<file path="config.mk">
export PLATFORM = sky130hd
export DESIGN_NAME = scfd_frame_decoder
export DESIGN_NICKNAME = d
export VERILOG_FILES = /design/src/pkg/scfd_pkg.sv /design/src/rtl/scfd_amon_sel.sv /design/src/rtl/scfd_frame_decoder.sv
export VERILOG_INCLUDE_DIRS = /design/src /design/src/pkg
export SDC_FILE = /design/constraint.sdc
export NUM_CORES = 1
export LEC_CHECK = 0
export BUFFER_PORTS_ARGS = -buffer_cell sky130_fd_sc_hd__buf_2
export CORE_ASPECT_RATIO = 0.5
export CORE_MARGIN = 8
export CORE_UTILIZATION = 50
export CTS_CLUSTER_SIZE = 30
export DETAILED_ROUTE_END_ITERATION = 12
export GPL_ROUTABILITY_DRIVEN = 0
export PLACE_DENSITY = 0.79
export SYNTH_ARGS = -nofsm -noshare
export SYNTH_HDL_FRONTEND = slang
export SYNTH_SLANG_ARGS = --single-unit
</file>
<file path="constraint.sdc">
create_clock -name clock -period 3.25 [get_ports clock]
set_input_delay 0.1625 -clock clock [delete_from_list [all_inputs] [get_ports clock]]
set_output_delay 0.1625 -clock clock [all_outputs]
set_load 0.03 [all_outputs]
</file>
<file path="src/pkg/scfd_regs.svh">
`ifndef SCFD_REGS_SVH
`define SCFD_REGS_SVH
`define SCFD_FRAME_BITS 16
`define SCFD_TYPE_HI 15
`define SCFD_TYPE_LO 14
`define SCFD_ADDR_HI 13
`define SCFD_ADDR_LO 9
`define SCFD_PAR_BIT 8
`define SCFD_SUB_BIT 7
`define SCFD_ADDR_AMON 5'h00
`define SCFD_AMON_RESET 8'h00
`define SCFD_AMON_SEL_HI 7
`define SCFD_AMON_SEL_LO 5
`define SCFD_AMON_RES_BIT 4
`define SCFD_AMON_ATT_BIT 3
`define SCFD_AMON_WMASK 8'hf8
`define SCFD_PARITY_EN_BIT 6
`endif

</file>
<file path="src/pkg/scfd_pkg.sv">
package scfd_pkg;
  typedef enum logic [1:0]
  {
    SCFD_CMD_READ = 2'h0,
    SCFD_CMD_WRITE = 2'h1,
    SCFD_CMD_RSVD = 2'h2,
    SCFD_CMD_FLAGS = 2'h3
  } scfd_cmd_e;
  typedef enum logic [2:0]
  {
    SCFD_MON_OFF = 3'h0,
    SCFD_MON_REG_CURRENT = 3'h1,
    SCFD_MON_VREF = 3'h2,
    SCFD_MON_TEMP = 3'h3,
    SCFD_MON_IO0 = 3'h4,
    SCFD_MON_IO1 = 3'h5,
    SCFD_MON_SUPPLY = 3'h6,
    SCFD_MON_SENSE = 3'h7
  } scfd_mon_e;
endpackage : scfd_pkg

</file>
<file path="src/rtl/scfd_amon_sel.sv">
`timescale 1ns/10ps
`include "scfd_regs.svh"
module scfd_amon_sel
(
  input wire logic [7:0] reg_value,
  output logic [7:0] source_onehot,
  output logic monitor_enable,
  output logic resistor_enable,
  output logic attenuate
);
  wire logic [2:0] sel;
  assign sel = reg_value[`SCFD_AMON_SEL_HI:`SCFD_AMON_SEL_LO];
  // code 000 drives no source and clears monitor_enable; resistor and attenuate bits still pass
  assign monitor_enable = (sel != scfd_pkg::SCFD_MON_OFF); // RL13
  assign resistor_enable = reg_value[`SCFD_AMON_RES_BIT];
  assign attenuate = reg_value[`SCFD_AMON_ATT_BIT];
  // bit n high selects source code n; bit 0 unused (off)
  genvar g;
  generate
    for (g = 0; g < 8; g = g + 1)
    begin : g_src
      assign source_onehot[g] = (g != 0) && (sel == 3'(g)); // RL15
    end
  endgenerate
endmodule : scfd_amon_sel

</file>
<file path="src/rtl/scfd_frame_decoder.sv">
`timescale 1ns/10ps
`include "scfd_regs.svh"
// Overview of operation
// RL1: frame is type[15:14], address[13:9], parity/next[8], data[7:0].
// RL2: type 00 read: status byte then addressed register control bits.
// RL3: read with bit 7 set returns status then id and I/O states.
// RL4: type 01 write stores data, returns fixed then extended status.
// RL5: type 11 reads flags; bit 7 picks low or high flag group.
// RL6: flag read returns status byte then selected flags.
// RL7: parity counts ones over bits 15..9 and 7..0 on writes.
// RL8: host sets bit 8 to one when counted ones are even.
// RL9: parity check active only when misc init bit 6 set.
// RL10: host drives bit 8 low when parity disabled.
// RL11: monitor register: selector 7:5, resistor 4, attenuate 3, 2:0 zero.
// RL12: monitor register clears at reset, regulator off, or non-normal mode.
// RL13: selector 000 disables every monitor function. Code still drives resistor 4 and attenuate 3 at 000.
// RL14: monitor access with regulator off ignored, register cleared.
// RL15: selector codes 001..111 pick the seven monitored sources in order.
// RL16: write with bad parity under enabled parity is discarded.
// RL17: one 16-bit frame, msb first, per chip select, miso shifted alongside.
module scfd_frame_decoder
#(
  parameter int FRAME_BITS = `SCFD_FRAME_BITS
)
(
  input wire logic clock,
  input wire logic rst,
  input wire logic cs_n,
  input wire logic sck_rise,
  input wire logic sck_fall,
  input wire logic mosi,
  output logic miso,
  output logic miso_oe_n,
  input wire logic [7:0] fixed_status,
  input wire logic [7:0] extended_status,
  input wire logic [7:0] id_io_state,
  input wire logic [7:0] reg_rdata,
  input wire logic [7:0] flags_rdata,
  input wire logic [7:0] misc_init,
  input wire logic can_reg_on,
  input wire logic normal_mode,
  output logic [4:0] reg_addr,
  output logic flag_sub_high,
  output logic wr_strobe,
  output logic [7:0] wr_data,
  output logic flag_rd_strobe,
  output logic parity_error,
  output logic [7:0] analog_monitor_register,
  output logic [7:0] amon_source,
  output logic amon_enable,
  output logic internal_resistor_enable,
  output logic amon_attenuate
);
  ////////////////////////////////////////////////////////////////////////////
  // frame capture; sck edges arrive as one-cycle strobes in clock domain
  logic [15:0] sh_q;
  logic [4:0] cnt_q;
  logic [7:0] tx_q;
  logic cs_q;
  logic [7:0] amon_q;
  logic [7:0] wdata_q;
  logic wr_q, frd_q, perr_q, sub_q;
  logic [4:0] addr_q;
  wire logic cs_act = ~cs_n;
  wire logic [15:0] frame_d = {sh_q[14:0], mosi};
  wire logic take = cs_act && sck_rise && (cnt_q < 5'(FRAME_BITS)); // RL17
  wire logic frame_end = cs_q && !cs_act && (cnt_q == 5'(FRAME_BITS));
  ////////////////////////////////////////////////////////////////////////////
  // field decode
  wire logic [1:0] f_type = sh_q[`SCFD_TYPE_HI:`SCFD_TYPE_LO]; // RL1
  wire logic [4:0] f_addr = sh_q[`SCFD_ADDR_HI:`SCFD_ADDR_LO]; // RL1
  wire logic f_par = sh_q[`SCFD_PAR_BIT];
  wire logic [7:0] f_data = sh_q[7:0];
  // bit 8 must equal one when the rest holds an even count
  wire logic par_exp = ~(^{f_type, f_addr, f_data}); // RL7 RL8
  wire logic par_en = misc_init[`SCFD_PARITY_EN_BIT]; // RL9
  wire logic par_bad = par_en && (f_par != par_exp); // RL16
  wire logic is_write = (f_type == scfd_pkg::SCFD_CMD_WRITE);
  wire logic is_flags = (f_type == scfd_pkg::SCFD_CMD_FLAGS);
  wire logic hit_amon = (f_addr == `SCFD_ADDR_AMON);
  ////////////////////////////////////////////////////////////////////////////
  // miso: fixed status during first byte, chosen byte after bit 8 is in
  // second byte depends on bit 7 of mosi, so chosen as bit 7 is sampled, at count 8
  logic [7:0] second_d;
  always_comb
  begin
    second_d = 8'h00;
    case (scfd_pkg::scfd_cmd_e'(sh_q[7:6]))
      scfd_pkg::SCFD_CMD_READ: second_d = reg_rdata;
      scfd_pkg::SCFD_CMD_WRITE: second_d = extended_status; // RL4
      scfd_pkg::SCFD_CMD_FLAGS: second_d = flags_rdata; // RL6
      default: second_d = 8'h00;
    endcase
  end
  // at count 8 shift register holds the first eight bits: type at [7:6]
  wire logic [7:0] amon_rd =
    can_reg_on ? amon_q : `SCFD_AMON_RESET; // RL14
  wire logic rd_amon = (sh_q[7:6] == scfd_pkg::SCFD_CMD_READ)
    && (sh_q[5:1] == `SCFD_ADDR_AMON);
  wire logic [7:0] second_sel = rd_amon ? amon_rd : second_d;
  // bit 7 of mosi arrives at count 8; id byte needs it, so it is
  // resolved there, before the first second-byte bit is sampled
  wire logic load_second = take && (cnt_q == 5'd8);
  wire logic [7:0] id_pick =
    (sh_q[7:6] == scfd_pkg::SCFD_CMD_READ && mosi) ? id_io_state // RL3
      : second_sel; // RL2
  ////////////////////////////////////////////////////////////////////////////
  // monitor register next value
  logic [7:0] amon_d;
  always_comb
  begin
    amon_d = amon_q;
    if (!can_reg_on || !normal_mode)
    begin
      amon_d = `SCFD_AMON_RESET; // RL12 RL14
    end
    else if (frame_end && is_write && hit_amon && !par_bad)
    begin
      amon_d = f_data & `SCFD_AMON_WMASK; // RL11 RL16
    end
  end
  ////////////////////////////////////////////////////////////////////////////
  always_ff @(posedge clock or posedge rst)
  begin
    if (rst)
    begin
      sh_q <= 16'h0000;
      cnt_q <= 5'h00;
      tx_q <= 8'h00;
      cs_q <= 1'b0;
      amon_q <= `SCFD_AMON_RESET; // RL12
      wr_q <= 1'b0;
      frd_q <= 1'b0;
      perr_q <= 1'b0;
      wdata_q <= 8'h00;
      addr_q <= 5'h00;
      sub_q <= 1'b0;
    end
    else
    begin
      cs_q <= cs_act;
      amon_q <= amon_d;
      if (!cs_act)
      begin
        cnt_q <= 5'h00;
        tx_q <= fixed_status; // RL2 RL4 RL6
      end
      else
      begin
        if (take)
        begin
          sh_q <= frame_d;
          cnt_q <= cnt_q + 5'd1;
        end
        if (load_second)
        begin
          tx_q <= id_pick;
        end
        else if (sck_fall)
        begin
          tx_q <= {tx_q[6:0], 1'b0}; // RL17
        end
      end
      wr_q <= frame_end && is_write && !par_bad; // RL16
      perr_q <= frame_end && is_write && par_bad;
      frd_q <= frame_end && is_flags; // RL5
      if (frame_end)
      begin
        wdata_q <= f_data;
        addr_q <= f_addr;
        sub_q <= sh_q[`SCFD_SUB_BIT]; // RL5
      end
    end
  end
  assign miso = tx_q[7];
  assign miso_oe_n = ~cs_act;
  assign wr_strobe = wr_q;
  assign wr_data = wdata_q;
  assign reg_addr = addr_q;
  assign flag_sub_high = sub_q;
  assign flag_rd_strobe = frd_q;
  assign parity_error = perr_q;
  assign analog_monitor_register = amon_q;
  ////////////////////////////////////////////////////////////////////////////
  scfd_amon_sel u_sel
  (
    .reg_value(amon_q),
    .source_onehot(amon_source),
    .monitor_enable(amon_enable),
    .resistor_enable(internal_resistor_enable),
    .attenuate(amon_attenuate)
  );
  ////////////////////////////////////////////////////////////////////////////
  id_byte_a: assert property (@(posedge clock) disable iff (rst)
    load_second && sh_q[7:6] == 2'b00 && mosi |=> tx_q == $past(id_io_state))
    else $error("id byte missing"); // RL3
  ////////////////////////////////////////////////////////////////////////////
  low_bits_a: assert property (@(posedge clock) disable iff (rst)
    amon_q[2:0] == 3'h0) else $error("monitor low bits set"); // RL11
  off_clear_a: assert property (@(posedge clock) disable iff (rst)
    !can_reg_on |=> amon_q == 8'h00) else $error("monitor kept"); // RL12
  mode_clear_a: assert property (@(posedge clock) disable iff (rst)
    !normal_mode |=> amon_q == 8'h00) else $error("mode kept"); // RL12
  bad_par_a: assert property (@(posedge clock) disable iff (rst)
    frame_end && is_write && par_bad |=> !wr_q && perr_q)
    else $error("bad parity wrote"); // RL16
  good_wr_a: assert property (@(posedge clock) disable iff (rst)
    frame_end && is_write && !par_bad |=> wr_q && wdata_q == $past(f_data))
    else $error("write lost"); // RL4
  amon_wr_a: assert property (@(posedge clock) disable iff (rst)
    frame_end && is_write && hit_amon && !par_bad && can_reg_on
    && normal_mode |=> amon_q == ($past(f_data) & 8'hf8))
    else $error("monitor write lost"); // RL11
  sel_off_a: assert property (@(posedge clock) disable iff (rst)
    amon_q[7:5] == 3'h0 |-> !amon_enable && amon_source == 8'h00)
    else $error("monitor on at 000"); // RL13
  flag_rd_a: assert property (@(posedge clock) disable iff (rst)
    frame_end && is_flags |=> frd_q && sub_q == $past(sh_q[7]))
    else $error("flag read lost"); // RL5
  idle_tx_a: assert property (@(posedge clock) disable iff (rst)
    !cs_act |=> miso == $past(fixed_status[7]))
    else $error("status msb missing"); // RL17
endmodule : scfd_frame_decoder

</file>
==> impl_metrics.yaml, run 1 <==
power:
  p_sw_frac: 0.360
  p_int_mw: 1.28
  p_per_area_nw_per_um2: 615
  switchingPower_mw: 0.721
  power_mw: 2.00
  pwr-share-seq: 0.411
  vdd_drop_max_mv: 0.424
  clockPowerShare: 0.181
  power_frac_comb: 0.408
  power_leakage_nw: 1.64
yosys:
  synth-edff-count: 0
  synth_top_family_by_area: "simple AND/OR/NAND/NOR gates"
  yosys.area.top_type_share: 0.458
  async_reset_ff_frac: 1.00
  synth_fa_ha_area_frac: 0.0359
  yosys.area_share.simple: 0.138
  muxShareOfSynthArea: 0.115
  synthTopCellsByCount: "51 x dfrtp_1, 29 x nand2_1, 21 x mux2_2"
  ys_types: 47
  synth-seq-area-share: 0.458
  synth_top_flop_cell: "dfrtp_1"
  synth_cells: 264
  netlist_top_cells_area: "dfrtp_1 46%, mux2_2 8.5%, nand2_1 3.9%, ha_1 3.6%, buf_4 3.0%"
  yosysMostFrequentCell: "dfrtp_1"
  avgSynthCellArea_um2: 10.5
  synth-xor-area-share: 0.0512
  yosys.area.top_type: "dfrtp_1"
  synth-seq-cells: 51
  synth_warnings: 0
  synthesis.area_um2: 2790
  synth-compound-area-share: 0.129
routing:
  routed_wl_um: 6600
  drc_errors: 0
  vias: 2214
  wl_per_cell_um: 16.2
  vias_per_cell: 5.44
  postRouteAntennaNets: 0
  first_pass_iters: 4
  first_iter_violations: 168
timing:
  finalSetupViolCount: 0
  min_period_over_period: 0.804
  finalHoldViolations: 0
  min_period_ns: 2.61
  finClkSkew_ns: 0.00485
  setup_tns_ns: 0
  fmax_ghz: 0.383
  worst_slew_pin_slew_ns: 1.06
  whs_ns: 0.0932
  rsz0062_at_grt: "no"
  slew_violations: 0
  slew_headroom: 0.295
clock_tree:
  tritoncts: "yes"
  cts_resized: 0
  insertion_delay_ns: 0.30
  postCtsHoldBufs: 0
  numCtsBuffers: 5
  post-cts-setup-buffer-count: 0
  clockRootBuffer: "clkbuf_8"
  cts_max_level: 2
  path_clk_slew_ns: 0.09
  clock_path_buffers: 2
  clock_sinks: 51
floorplanning:
  io_pins: 94
  die_x_um: 122
  initial_core_util: 0.514
  core.rowCount: 19
  die_h_um: 68.8
  dieArea_um2: 8360
  core_area_um2: 5420
global_routing:
  grt_usage: 0.161
  grt_pass1_vias: 2207
  grt_pass1_wl_um: 10700
  antenna_found_initial: 0
  grt_max_degree: 52
  grt.overflow.total: 0
critical_path:
  path_cells: "inv_1 > ha_1 > or4b_1 > nor3_1 > buf_4 > nand3_1 > a311oi_1 > o22a_1"
  critPathSlowestCell: "or4b_1"
  crit_path_start_kind: "flop"
  crit_arrival_ns: 2.86
  end_kind: "flop"
  cp.required_ns: 3.50
  path_class: "flop to flop"
  cp_slowest_stage_delay_ns: 0.48
  critPathMaxFanout: 13
worst_hold_path:
  hold_path_class: "input port to flop"
cells_and_area:
  multi_input_area_um2: 1320
  drive_above_1_share: 0.347
  post-route-util: 0.600
  diodes: 0
  num-nets-final: 397
  regArea_um2: 1280
  fillCellCount: 478
  syn_to_final_growth_pct: 16.8
placement:
  numPortBuffers: 82
  place_hpwl_um: 5060
run:
  cap_violations: 0
status:
  status: "complete, no violations"
layer usage:
metal | up-vias | wire length (um) | share of wire | GRT usage
met5 | - | 0 | 0 | 0
met4 | 0 | 93 | 0.014 | 0.0533
met3 | 8 | 396 | 0.060 | 0.0366
met2 | 63 | 3370 | 0.51 | 0.281
met1 | 1076 | 2750 | 0.42 | 0.198
li1 | 1067 | - | - | -
state kept, by name, indices dropped and copies added, names as in the netlist:
register / cells
sh_q: 16
tx_q: 8
wr_data: 8
analog_monitor_register: 5
cnt_q: 5
reg_addr: 5
cs_q: 1
flag_rd_strobe: 1
parity_error: 1
wr_strobe: 1
cells in the final DEF, fill, tap and decap left out, drive strengths merged, types with 8 or more instances in the layout:
| master | instances |
|---|---|
| buf | 84 |
| o21ai | 15 |
| inv | 13 |
| dfrtp | 51 |
| nand2 | 29 |
| a222oi | 8 |
| xnor2 | 8 |
| ha | 8 |
| nor2 | 11 |
| mux2 | 23 |
final timing paths:
check / endpoint / cells after the start / slack [ns] / from
min: wr_strobe$_DFF_PP0_ / 2 / 0.09 / misc_init[6]
max in group asynchronous: sh_q[12]$_DFFE_PP0P_ / 2 / 2.50 / rst
max: tx_q[6]$_DFFE_PP0P_ / 8 / 0.64 / sh_q[6]$_DFFE_PP0P_
min reg2reg: wr_data[2]$_DFFE_PP0P_ / 1 / 0.49 / wr_data[2]$_DFFE_PP0P_
max reg2reg: tx_q[6]$_DFFE_PP0P_ / 8 / 0.64 / sh_q[6]$_DFFE_PP0P_
min in group asynchronous: wr_strobe$_DFF_PP0_ / 2 / 0.11 / rst
layout make-up:
class	instances	area share
inverters	13	0.0150
clock buffers	6	0.0223
clock inverters	2	0.00538
flip-flops and latches	51	0.392
multi-input cells	178	0.406
repair buffers	84	0.131
well taps	73	0.0281
stage by stage:
stage	instances	worst slack [ns]	area, um2
2_1_floorplan	267	1.02	2800
3_3_place_gp	399	0.808	3160
3_5_place_dp	399	0.701	3160
4_1_cts	407	0.669	3250
5_1_grt	407	0.463	3250
6_report	407	0.636	3250
power groups by stage:
| stage | logic (mW) | registers (mW) | clock network [mW] |
|---|---|---|---|
| after floorplan | 0.660 | 0.804 | 0 |
| after global placement | 0.787 | 0.827 | 0 |
| after detailed placement | 0.808 | 0.835 | 0 |
| after CTS | 0.817 | 0.823 | 0.375 |
| after global routing | 0.886 | 0.839 | 0.403 |
| final | 0.816 | 0.823 | 0.361 |
logic make-up after synthesis:
group,Yosys count
AND/OR/NAND/NOR,76
flip-flops,51
AO/OA/AOI/OAI,48
buffers and inverters,38
multiplexers,29
XOR/XNOR,13
adder cells (fa/ha/maj),8
other,1
worst max-delay path, delay by kind of cell (launching register included):
family / cells / cell delay, ns
DFF: 1 / 0.46
and+or+nand+nor: 3 / 0.78
buffers and inverters: 2 / 0.36
AOI/OAI and AO/OA: 2 / 0.55
adders and majority gates: 1 / 0.42
Power figures use the tool's default switching activity.
==> run 2, diff against run 1 <==
--- a/config.mk
+++ b/config.mk
@@ -9,11 +9,11 @@
 export BUFFER_PORTS_ARGS = -buffer_cell sky130_fd_sc_hd__buf_2
 export CORE_ASPECT_RATIO = 0.5
 export CORE_MARGIN = 8
-export CORE_UTILIZATION = 50
+export CORE_UTILIZATION = 46
 export CTS_CLUSTER_SIZE = 30
 export DETAILED_ROUTE_END_ITERATION = 12
 export GPL_ROUTABILITY_DRIVEN = 0
-export PLACE_DENSITY = 0.79
+export PLACE_DENSITY = 0.77
 export SYNTH_ARGS = -nofsm -noshare
 export SYNTH_HDL_FRONTEND = slang
 export SYNTH_SLANG_ARGS = --single-unit
==> constraint.sdc (replaced) <==
create_clock -name clock -period 2.4 [get_ports clock]
set_input_delay 0.12 -clock clock [delete_from_list [all_inputs] [get_ports clock]]
set_output_delay 0.12 -clock clock [all_outputs]
set_load 0.03 [all_outputs]
==> run 2 against run 1 <==
Power rose by 59%. Via count rose by 2.9%. Routed wire length rose by 6.6%.
==> impl_metrics.yaml, run 2 (synthesis gave the netlist of run 1 again) <==
clock_tree:
  path_clk_slew_ns: 0.07
  clockRootBuffer: "clkbuf_16"
  clock_sinks: 51
  cts_max_level: 2
  insertion_delay_ns: 0.29
  tritoncts: "yes"
  clock_path_buffers: 2
  numCtsBuffers: 5
global_routing:
  grt_pass1_vias: 2382
  grt_usage: 0.157
  antenna_found_initial: 0
  grt.overflow.total: 0
  grt_pass1_wl_um: 11600
  grt_max_degree: 38
timing:
  setup_tns_ns: 0
  worst_slew_pin_slew_ns: 0.661
  finalHoldViolations: 0
  min_period_over_period: 0.954
  slew_headroom: 0.559
  slew_violations: 0
  finalSetupViolCount: 0
  min_period_ns: 2.29
  fmax_ghz: 0.437
  finClkSkew_ns: 0.0104
floorplanning:
  core_area_um2: 5960
  core.rowCount: 20
  dieArea_um2: 8950
  die_h_um: 71.0
  io_pins: 94
  initial_core_util: 0.468
  die_x_um: 126
cells_and_area:
  drive_above_1_share: 0.380
  final_cell_mix: "82 x buf_2, 51 x dfrtp_1, 29 x nand2_1, 21 x mux2_2"
  final_common_cell: "buf_2"
  fillCellCount: 502
  diodes: 0
  syn_to_final_growth_pct: 23.4
  multi_input_area_um2: 1350
  num-nets-final: 408
  regArea_um2: 1280
  largest_reg_flops: 16
  regMostFlops: "sh_q"
routing:
  vias: 2278
  routed_wl_um: 7040
  first_pass_iters: 5
  wl_per_cell_um: 16.7
  drc_errors: 0
  vias_per_cell: 5.40
  postRouteAntennaNets: 0
  first_iter_violations: 188
placement:
  numPortBuffers: 82
  place_hpwl_um: 5390
power:
  p_per_area_nw_per_um2: 927
  power_mw: 3.19
  vdd_drop_max_mv: 0.612
  power_leakage_nw: 1.73
critical_path:
  cp_top_family: "XOR/XNOR gates"
  cp_slowest_stage_delay_ns: 0.41
  path_cells: "inv_1 > ha_4 > xnor2_2 > xnor2_1 > xnor3_2 > a2111oi_4 > buf_6 > mux2i_1"
  crit_arrival_ns: 2.50
  critPathMaxFanout: 5
  cp.required_ns: 2.61
  crit_path_start_kind: "flop"
  path_buf_inv: 2
  critPathSlowestCell: "xnor3_2"
  end_kind: "flop"
  path_class: "flop to flop"
worst_hold_path:
  hold_path_class: "input port to flop"
run:
  cap_violations: 0
status:
  status: "complete, no violations"
## run 2: timing repair
item	CTS	global route
setup endpoints to repair	2	5
pin swaps	3	4
hold buffers	1	0
resized for setup	2	3
hold endpoints to repair	14	0
setup buffers	1	1
## run 2: worst reg2reg max path: stages, from the launching register on
cell,delay [ns]
dfrtp_1,0.40
inv_1,0.12
ha_4,0.22
xnor2_2,0.13
xnor2_1,0.19
xnor3_2,0.41
a2111oi_4,0.34
buf_6,0.18
mux2i_1,0.21
## run 2: layer usage
layer | track usage | wire length (um) | vias to the layer above
met3 | 0.0277 | 249 | 11
li1 | - | - | 1095
met1 | 0.179 | 2880 | 1126
met2 | 0.295 | 3800 | 46
met5 | 0 | 0 | -
met4 | 0.0476 | 112 | 0
## run 2: layout make-up
cell class | instances | share of cell area
clock buffer | 5 | 0.0364
inverter | 13 | 0.0142
sequential | 51 | 0.371
multi-input combinational | 178 | 0.394
timing repair buffer | 95 | 0.150
tap | 77 | 0.0280
clock inverter | 3 | 0.00655
## run 2: final timing paths
kind                                     start                                      to  slack [ns]  depth (start not counted)
setup / recovery           sh_q[9]$_DFFE_PP0P_  analog_monitor_register[3]$_DFFE_PP0P_        0.11                          8
hold reg to reg            tx_q[7]$_DFFE_PP0P_                     tx_q[7]$_DFFE_PP0P_        0.49                          1
max in group asynchronous                  rst                     sh_q[6]$_DFFE_PP0P_        1.27                          4
min in group asynchronous                  rst                    cnt_q[1]$_DFFE_PP0P_        0.35                          3
setup reg to reg           sh_q[9]$_DFFE_PP0P_  analog_monitor_register[3]$_DFFE_PP0P_        0.11                          8
hold / removal                    misc_init[6]                     wr_strobe$_DFF_PP0_        0.07                          2
## run 2: power breakdown
part	switching (mW)	total [mW]	internal [mW]
registers	0.124	1.09	0.970
logic	0.632	1.38	0.752
clock network	0.319	0.709	0.390
total	1.07	3.19	2.11
## run 2: through the flow
step / utilization / std cells / worst slack [ns] / instance area (um2) / hold WS, ns
after floorplan: - / 267 / 0.168 / 2800 / 0.214
after global placement: 0.542 / 411 / 0.134 / 3230 / 0.0929
after detailed placement: 0.542 / 411 / 0.0374 / 3230 / 0.0932
after CTS: 0.572 / 421 / 0.00145 / 3410 / 0.0747
after global routing: 0.577 / 422 / -0.00555 / 3440 / 0.0743
final: 0.577 / 422 / 0.111 / 3440 / 0.0722
